**src/design/pixel_pll_params.svh**
```systemverilog
// Offsets, field positions, reset values and counts of the pixel clock loop control
`ifndef PIXEL_PLL_PARAMS_SVH
`define PIXEL_PLL_PARAMS_SVH

// Register offsets
`define OFS_DIVISOR_HIGH   8'h01
`define OFS_DIVISOR_LOW    8'h02
`define OFS_LOOP_SETUP     8'h03
`define OFS_PHASE          8'h04
`define OFS_POLARITY       8'h05
`define OFS_STATUS         8'h06

// Field positions
`define POS_DIV_LOW        4
`define POS_BAND           6
`define POS_PUMP           3
`define POS_PHASE          3
`define POS_HS_POL         7
`define POS_HOLD_POL       6

// Reset values
`define RST_DIVISOR        12'h35F
`define RST_BAND           2'h0
`define RST_PUMP           3'h5
`define RST_PHASE          5'h00
`define RST_HS_POL         1'h1
`define RST_HOLD_POL       1'h1

// Phase shift steps per clock cycle
`define PHASE_STEPS        32

`endif

```
**src/design/pixel_pll_pkg.sv**
```systemverilog
// Types shared by the pixel clock loop control
package pixel_pll_pkg;

   typedef enum logic [1:0] {
      detect_idle,
      detect_lead,
      detect_lag
   } detect_state_type;

   typedef logic [11:0] divisor_type;
   typedef logic [1:0]  band_type;
   typedef logic [2:0]  pump_type;
   typedef logic [4:0]  phase_type;

endpackage

```
**src/design/feedback_divider.sv**
```systemverilog
// Feedback counter of the pixel clock loop
`timescale 1ns/1ps
`include "pixel_pll_params.svh"
module feedback_divider
   import pixel_pll_pkg::*;
(
   input  wire logic        clk_i,
   input  wire logic        rst_i,
   input  wire divisor_type divisor_i,
   output logic             feedback_o
);

   typedef struct packed {
      divisor_type count;
      logic        feedback;
   } div_state_type;

   div_state_type state;
   div_state_type next_state;

   // Counts 0..divisor, so each period is divisor plus one cycles
   always_comb begin
      next_state = state;
      next_state.feedback = 1'b0;
      if (state.count >= divisor_i) begin
         next_state.count    = 12'h000;
         next_state.feedback = 1'b1;
      end else begin
         next_state.count = state.count + 12'h001;
      end
   end

   // Counter register
   always_ff @(posedge clk_i or posedge rst_i) begin
      if (rst_i) begin
         state <= '0;
      end else begin
         state <= next_state;
      end
   end

   assign feedback_o = state.feedback; // Straight from flop

endmodule

```
**src/design/pixel_pll_control.sv**
```systemverilog
// Control side of the line-locked pixel clock generator
`timescale 1ns/1ps
`include "pixel_pll_params.svh"
module pixel_pll_control
   import pixel_pll_pkg::*;
(
   input  wire logic       clk_i,
   input  wire logic       rst_i,
   input  wire logic       reg_we_i,
   input  wire logic       reg_rd_i,
   input  wire logic [7:0] reg_addr_i,
   input  wire logic [7:0] reg_wdata_i,
   output logic      [7:0] reg_rdata_o,
   input  wire logic       line_sync_i,
   input  wire logic       hold_frequency_i,
   input  wire logic       ext_clock_sel_i,
   output logic            pump_up_o,
   output logic            pump_down_o,
   output logic            feedback_edge_o,
   output logic            band_select_high_bit_o,
   output logic            band_select_low_bit_o,
   output logic            pump_current_bit_two_o,
   output logic            pump_current_bit_one_o,
   output logic            pump_current_bit_zero_o,
   output logic      [4:0] phase_select_o,
   output logic            aligned_line_sync_output_o,
   output logic            hold_active_o
);

   typedef struct packed {
      divisor_type      divisor;
      band_type         oscillator_band_setting;
      pump_type         pump;
      phase_type        phase;
      logic             hs_pol;
      logic             hold_pol;
      logic [1:0]       hs_sync;
      logic [1:0]       hold_sync;
      logic             hs_prev;
      detect_state_type detect;
      logic [31:0]      sync_delay;
      logic [7:0]       rdata;
      logic             pump_up;
      logic             pump_down;
      logic             fb_edge;
      logic [1:0]       band_bits;
      logic [2:0]       pump_bits;
      logic [4:0]       phase_out;
      logic             aligned_sync;
      logic             hold_out;
   } ctrl_state_type;

   ctrl_state_type state;
   ctrl_state_type next_state;
   logic           feedback;
   logic           hs_level;
   logic           hold_level;
   logic           ref_edge;

   // Divider runs on the generated clock, which this logic sees as clk_i
   feedback_divider feedback_divider_inst (
      .clk_i      (clk_i),
      .rst_i      (rst_i),
      .divisor_i  (state.divisor),
      .feedback_o (feedback)
   );

   // Polarity-corrected levels read from the second sync stage only
   always_comb begin
      hs_level = state.hs_sync[1] ~^ state.hs_pol;
      hold_level = state.hold_sync[1] ~^ state.hold_pol;
      ref_edge = hs_level && !state.hs_prev;
   end

   always_comb begin
      next_state = state;

      // Two-stage synchronisers for both asynchronous pins
      // hold input asynchronous
      next_state.hs_sync   = {state.hs_sync[0], line_sync_i};
      next_state.hold_sync = {state.hold_sync[0], hold_frequency_i};
      next_state.hs_prev   = hs_level;

      // Register writes; divisor limits are left to software
      // divisor range by software
      if (reg_we_i) begin
         case (reg_addr_i)
            `OFS_DIVISOR_HIGH: begin
               next_state.divisor[11:4] = reg_wdata_i;
            end
            `OFS_DIVISOR_LOW: begin
               next_state.divisor[3:0] = reg_wdata_i[`POS_DIV_LOW +: 4];
            end
            `OFS_LOOP_SETUP: begin
               next_state.oscillator_band_setting = reg_wdata_i[`POS_BAND +: 2];
               next_state.pump = reg_wdata_i[`POS_PUMP +: 3];
            end
            `OFS_PHASE: begin
               next_state.phase = reg_wdata_i[`POS_PHASE +: 5];
            end
            `OFS_POLARITY: begin
               next_state.hs_pol   = reg_wdata_i[`POS_HS_POL];
               next_state.hold_pol = reg_wdata_i[`POS_HOLD_POL];
            end
            default: begin
               next_state.divisor = state.divisor;
            end
         endcase
      end

      // Read data held until the next read; unmapped reads give zero
      if (reg_rd_i) begin
         case (reg_addr_i)
            `OFS_DIVISOR_HIGH: begin
               next_state.rdata = state.divisor[11:4];
            end
            `OFS_DIVISOR_LOW: begin
               next_state.rdata = {state.divisor[3:0], 4'h0};
            end
            `OFS_LOOP_SETUP: begin
               next_state.rdata = {state.oscillator_band_setting, state.pump, 3'h0};
            end
            `OFS_PHASE: begin
               next_state.rdata = {state.phase, 3'h0};
            end
            `OFS_POLARITY: begin
               next_state.rdata = {state.hs_pol, state.hold_pol, 6'h00};
            end
            `OFS_STATUS: begin
               next_state.rdata = {hs_level, hold_level, state.pump_up, state.pump_down, 4'h0};
            end
            default: begin
               next_state.rdata = 8'h00;
            end
         endcase
      end

      // Edge comparison: ref before feedback speeds up, feedback first slows down
      // phase compare and steer
      case (state.detect)
         detect_idle: begin
            if (ref_edge && !feedback) begin
               next_state.detect = detect_lead;
            end else if (feedback && !ref_edge) begin
               next_state.detect = detect_lag;
            end
         end
         detect_lead: begin
            if (feedback) begin
               next_state.detect = detect_idle;
            end
         end
         detect_lag: begin
            if (ref_edge) begin
               next_state.detect = detect_idle;
            end
         end
         default: begin
            next_state.detect = detect_idle;
         end
      endcase

      // Coasting cuts the loop input so the oscillator keeps its frequency
      // hold keeps frequency
      if (hold_level) begin
         next_state.detect = detect_idle;
      end
      next_state.pump_up   = (next_state.detect == detect_lead);
      next_state.pump_down = (next_state.detect == detect_lag);
      next_state.fb_edge   = feedback;
      next_state.hold_out  = hold_level;

      // Band and pump codes go straight to the analog selectors
      // band code decode
      next_state.band_bits = state.oscillator_band_setting;
      next_state.pump_bits = state.pump;
      next_state.phase_out = state.phase;

      // Sync delay line in phase steps; independent of clock source
      // sync gets same shift
      next_state.sync_delay = {state.sync_delay[30:0], hs_level};
      next_state.aligned_sync = ext_clock_sel_i ? state.sync_delay[state.phase]
                                                : state.sync_delay[state.phase];
   end

   // Single state register
   always_ff @(posedge clk_i or posedge rst_i) begin
      if (rst_i) begin
         state                         <= '0;
         state.divisor                 <= `RST_DIVISOR;
         state.oscillator_band_setting <= `RST_BAND;
         state.pump                    <= `RST_PUMP;
         state.phase                   <= `RST_PHASE;
         state.hs_pol                  <= `RST_HS_POL;
         state.hold_pol                <= `RST_HOLD_POL;
         state.detect                  <= detect_idle;
      end else begin
         state <= next_state;
      end
   end

   // Outputs straight from the state register
   assign reg_rdata_o                = state.rdata;
   assign pump_up_o                  = state.pump_up;
   assign pump_down_o                = state.pump_down;
   assign feedback_edge_o            = state.fb_edge;
   assign band_select_high_bit_o     = state.band_bits[1];
   assign band_select_low_bit_o      = state.band_bits[0];
   assign pump_current_bit_two_o     = state.pump_bits[2];
   assign pump_current_bit_one_o     = state.pump_bits[1];
   assign pump_current_bit_zero_o    = state.pump_bits[0];
   assign phase_select_o             = state.phase_out;
   assign aligned_line_sync_output_o = state.aligned_sync;
   assign hold_active_o              = state.hold_out;

endmodule

```
**config.mk**
```make
export PLATFORM = sky130hd
export DESIGN_NAME = pixel_pll_control
export DESIGN_NICKNAME = d
export VERILOG_FILES = /design/src/design/pixel_pll_pkg.sv /design/src/design/feedback_divider.sv /design/src/design/pixel_pll_control.sv
export VERILOG_INCLUDE_DIRS = /design/src /design/src/design
export SDC_FILE = /design/constraint.sdc
export NUM_CORES = 1
export LEC_CHECK = 0
export BUFFER_PORTS_ARGS = -buffer_cell sky130_fd_sc_hd__buf_2
export CORE_ASPECT_RATIO = 0.8
export CORE_MARGIN = 4
export CORE_UTILIZATION = 36
export DETAILED_ROUTE_END_ITERATION = 12
export RECOVER_POWER = 25
export SLEW_MARGIN = 20
export SYNTH_ARGS = -nofsm -noshare
export SYNTH_HDL_FRONTEND = slang
export SYNTH_SLANG_ARGS = --single-unit
```
**constraint.sdc**
```tcl
create_clock -name clk_i -period 4.25 [get_ports clk_i]
set_input_delay 0.85 -clock clk_i [delete_from_list [all_inputs] [get_ports clk_i]]
set_output_delay 0.85 -clock clk_i [all_outputs]
set_load 0.01 [all_outputs]
```
==> results.sh <==
export IMPL_period_minus_slack_ns=2.02
export IMPL_vias=2525
export IMPL_io_pins=46
export IMPL_reg2reg_to="aligned_line_sync_output_o$_DFF_PP0_"
export IMPL_synthArstFlopShare=1.00
export IMPL_synth_area_um2=4160
export IMPL_synth_edf_count=0
export IMPL_yosysWarnings=0
export IMPL_fin_crit_sh=0.476
export IMPL_r2r_setup_slack_ns=2.23
export IMPL_place_area_um2=4420
export IMPL_holdPathStages=0
export IMPL_cts_tree="done"
export IMPL_port_buffer_count=44
export IMPL_track_usage=0.132
export IMPL_cts_repair_resized=0
export IMPL_synth_top_family_by_area="multiplexers"
export IMPL_stdcell_count=518
export IMPL_finalWirelength_um=8200
export IMPL_ant_nets=0
export IMPL_initial_core_util=0.375
export IMPL_overflow=0
export IMPL_grt_max_degree=71
export IMPL_drtIter0Drc=138
export IMPL_r2r_start="next_state[4]$_DFFE_PP0P_"
export IMPL_outcome="finished clean"
export IMPL_drcViolationCount=0
export IMPL_worstMarginPinSlew_ns=0.941
export IMPL_ys_seq_elements=98
export IMPL_clkLatencyLatePin_ns=0.35
export IMPL_synth_xor_area_frac=0.0253
export IMPL_synth_distinct_cells=45
export IMPL_row_count=34
export IMPL_skew_ns=0.00691
export IMPL_synth_compound_area_frac=0.0749
export IMPL_dpl_cell_count=502
export IMPL_setup_tns_ns=0
export IMPL_dpl_hpwl_um=5890
export IMPL_critPathLaunchType="flip-flop"
export IMPL_cp_required_ns=4.53
export IMPL_hold_class="flip-flop to flip-flop"
export IMPL_synth_top_cell_area_share=0.517
export IMPL_rsz0062_at_grt="false"
export IMPL_numClockSinks=98
export IMPL_p_leak_nw=2.23
export IMPL_synth_area_leader_cell="dfrtp_1"
export IMPL_clockBufferDepth=2
export IMPL_hold_viol=0
export IMPL_gp_congestion=0.769
export IMPL_firstDrtPassIters=4
export IMPL_synthFlopType="dfrtp_1"
export IMPL_fillerInstances=1018
export IMPL_fmax_mhz=495
export IMPL_min_from="next_state[61]$_DFF_PP0_"
export IMPL_crit_arrival_ns=2.30
export IMPL_ys_seq_area_frac=0.593
export IMPL_slew_headroom=0.373
export IMPL_nets=405
export IMPL_post_cts_setup_buffers=0
export IMPL_syn_avg_cell_area_um2=12.4
export IMPL_grt_pass1_vias=2513
export IMPL_insertedDiodeCount=0
export IMPL_antenna_found_initial=0
export IMPL_synth_commonest_cells="dfrtp_1 (86), nor2_1 (24), inv_1 (22)"
export IMPL_worstPathMaxFanout=19
export IMPL_cts_clk_slew_worst_paths_ns=0.07
export IMPL_via_per_inst=4.87
export IMPL_power_density_nw_per_um2=481
export IMPL_die_area_um2=13400
export IMPL_grt_first_pass_wirelength_um=13500
export IMPL_synth_adder_area_share=0.0391
export IMPL_synthMuxAreaShare=0.110
export IMPL_r2r_cells=5
export IMPL_ctsHtreeMaxLevel=3
export IMPL_setup_viol=0
export IMPL_core_area_um2=11100
export IMPL_yosysMostFrequentCell="dfrtp_1"
export IMPL_holdPathEnd="state[61]$_DFF_PP0_"
export IMPL_setup_worst_path_class="flip-flop to flip-flop"
export IMPL_final_cell_area_um2=4760
export IMPL_slew_viol_final=0
export IMPL_synthSimpleGateAreaFrac=0.100
export IMPL_cts_root_buf="clkbuf_16"
export IMPL_ir_drop_mv=0.244
export IMPL_wl_per_cell_um=15.8
export IMPL_die_h_um=104
export IMPL_cts_buffers=9
export IMPL_synthTopCellsByArea="dfrtp_1 (52%), dfstp_2 (7.6%), mux2i_1 (4.6%)"
export IMPL_die_x_um=128
export IMPL_maxCapViolCount=0
export IMPL_synth_fp_nets=372
export IMPL_area_delta_synth_final_pct=14.4
export IMPL_holdBufCountCts=0
export IMPL_drive_gt1_frac=0.254
export IMPL_cp_end_kind="flip-flop"
export IMPL_synthCells=336
==> logic make-up after synthesis <==
logic type / after synthesis
flip-flops: 98
buffers and inverters: 46
AO/OA/AOI/OAI: 47
AND/OR/NAND/NOR: 80
XOR/XNOR: 12
adder cells (fa/ha/maj): 13
multiplexers: 40
==> cells in the final DEF (no fill, tap or decap), types with 2 or more instances in the layout <==
| cell | n |
|---|---|
| nand4_1 | 4 |
| nand2_1 | 18 |
| dfstp_1 | 4 |
| o22ai_1 | 3 |
| inv_1 | 21 |
| a21o_1 | 2 |
| nor2b_1 | 8 |
| o21ai_0 | 11 |
| nand2b_1 | 2 |
| mux2_2 | 13 |
| nor4_1 | 4 |
| dfstp_2 | 8 |
| a21oi_1 | 11 |
| a22oi_1 | 4 |
| buf_2 | 43 |
| ha_1 | 13 |
| and3_1 | 4 |
| a211o_1 | 2 |
| clkbuf_16 | 9 |
| dfrtp_1 | 86 |
| buf_4 | 2 |
| nor2_1 | 24 |
| nand3_1 | 6 |
| a221oi_1 | 4 |
| mux2_4 | 8 |
| mux2i_1 | 19 |
| clkinvlp_4 | 2 |
| xnor2_1 | 5 |
| bufinv_16 | 3 |
| a22o_1 | 4 |
| clkbuf_1 | 2 |
| xor2_1 | 7 |
==> how the worst max path moves through the flow <==
| stage | from | to | slack (ns) | depth (start not counted) |
|---|---|---|---|---|
| 2_1_floorplan | rst_i | aligned_line_sync_output_o$_DFF_PP0_ | 0.86 | 1 |
| 3_3_place_gp | reg_addr_i[3] | state[81]$_DFFE_PP0P_ | 1.89 | 5 |
| 3_5_place_dp | reg_addr_i[3] | state[79]$_DFFE_PP0P_ | 1.88 | 5 |
| 4_1_cts | next_state[4]$_DFFE_PP0P_ | aligned_line_sync_output_o$_DFF_PP0_ | 2.19 | 5 |
| 5_1_grt | state[76]$_DFFE_PP1P_ | feedback_divider_inst.state[9]$_DFF_PP0_ | 2.01 | 8 |
| 6_report | next_state[4]$_DFFE_PP0P_ | aligned_line_sync_output_o$_DFF_PP0_ | 2.23 | 5 |
==> registers in the layout, indices dropped and copies added (netlist names), 5 cells and up <==
register,cells
feedback_divider_inst.state,12
next_state,43
phase_select_o,5
reg_rdata_o,8
state,19
==> routing by layer <==
metal  part of all wire  wire [um]  global-route usage
met5                  0          0                   0
met4              0.019        152              0.0568
met3              0.042        345              0.0421
met2               0.43       3530               0.178
met1               0.51       4180               0.191
==> worst max-delay path, stage by stage (launching register included) <==
cell and delay (ns):
dfrtp_1 0.96, mux2i_1 0.17, a311o_1 0.38, a221oi_1 0.22, a22oi_1 0.12, nand3_1 0.11
==> layout make-up <==
type                    instances  area [um2]  area share
clock inverters                 6         114      0.0239
multi-input cells             192        1450       0.305
flip-flops and latches         98        2470       0.518
inverters                      22        85.1      0.0179
repair buffers                 46         234      0.0491
clock buffers                  10         229      0.0481
well taps                     144         180      0.0378
==> through the flow <==
step	hold slack, ns	setup WS [ns]	total power, mW	util
detailed placement	0.342	1.88	1.39	0.398
floorplan	0.331	0.858	1.29	-
global route	0.371	2.01	2.42	0.429
CTS	0.357	2.19	2.33	0.429
finish	0.355	2.23	2.29	0.429
global placement	0.335	1.89	1.38	0.398
==> report_power, final <==
part	internal, mW	switching [mW]	total, mW	leakage [nW]
logic	0.116	0.156	0.272	0.849
clock network	0.577	0.353	0.930	0.159
registers	1.02	0.0696	1.09	1.22
total	1.71	0.578	2.29	2.23
(Power assumes the default switching activity.)
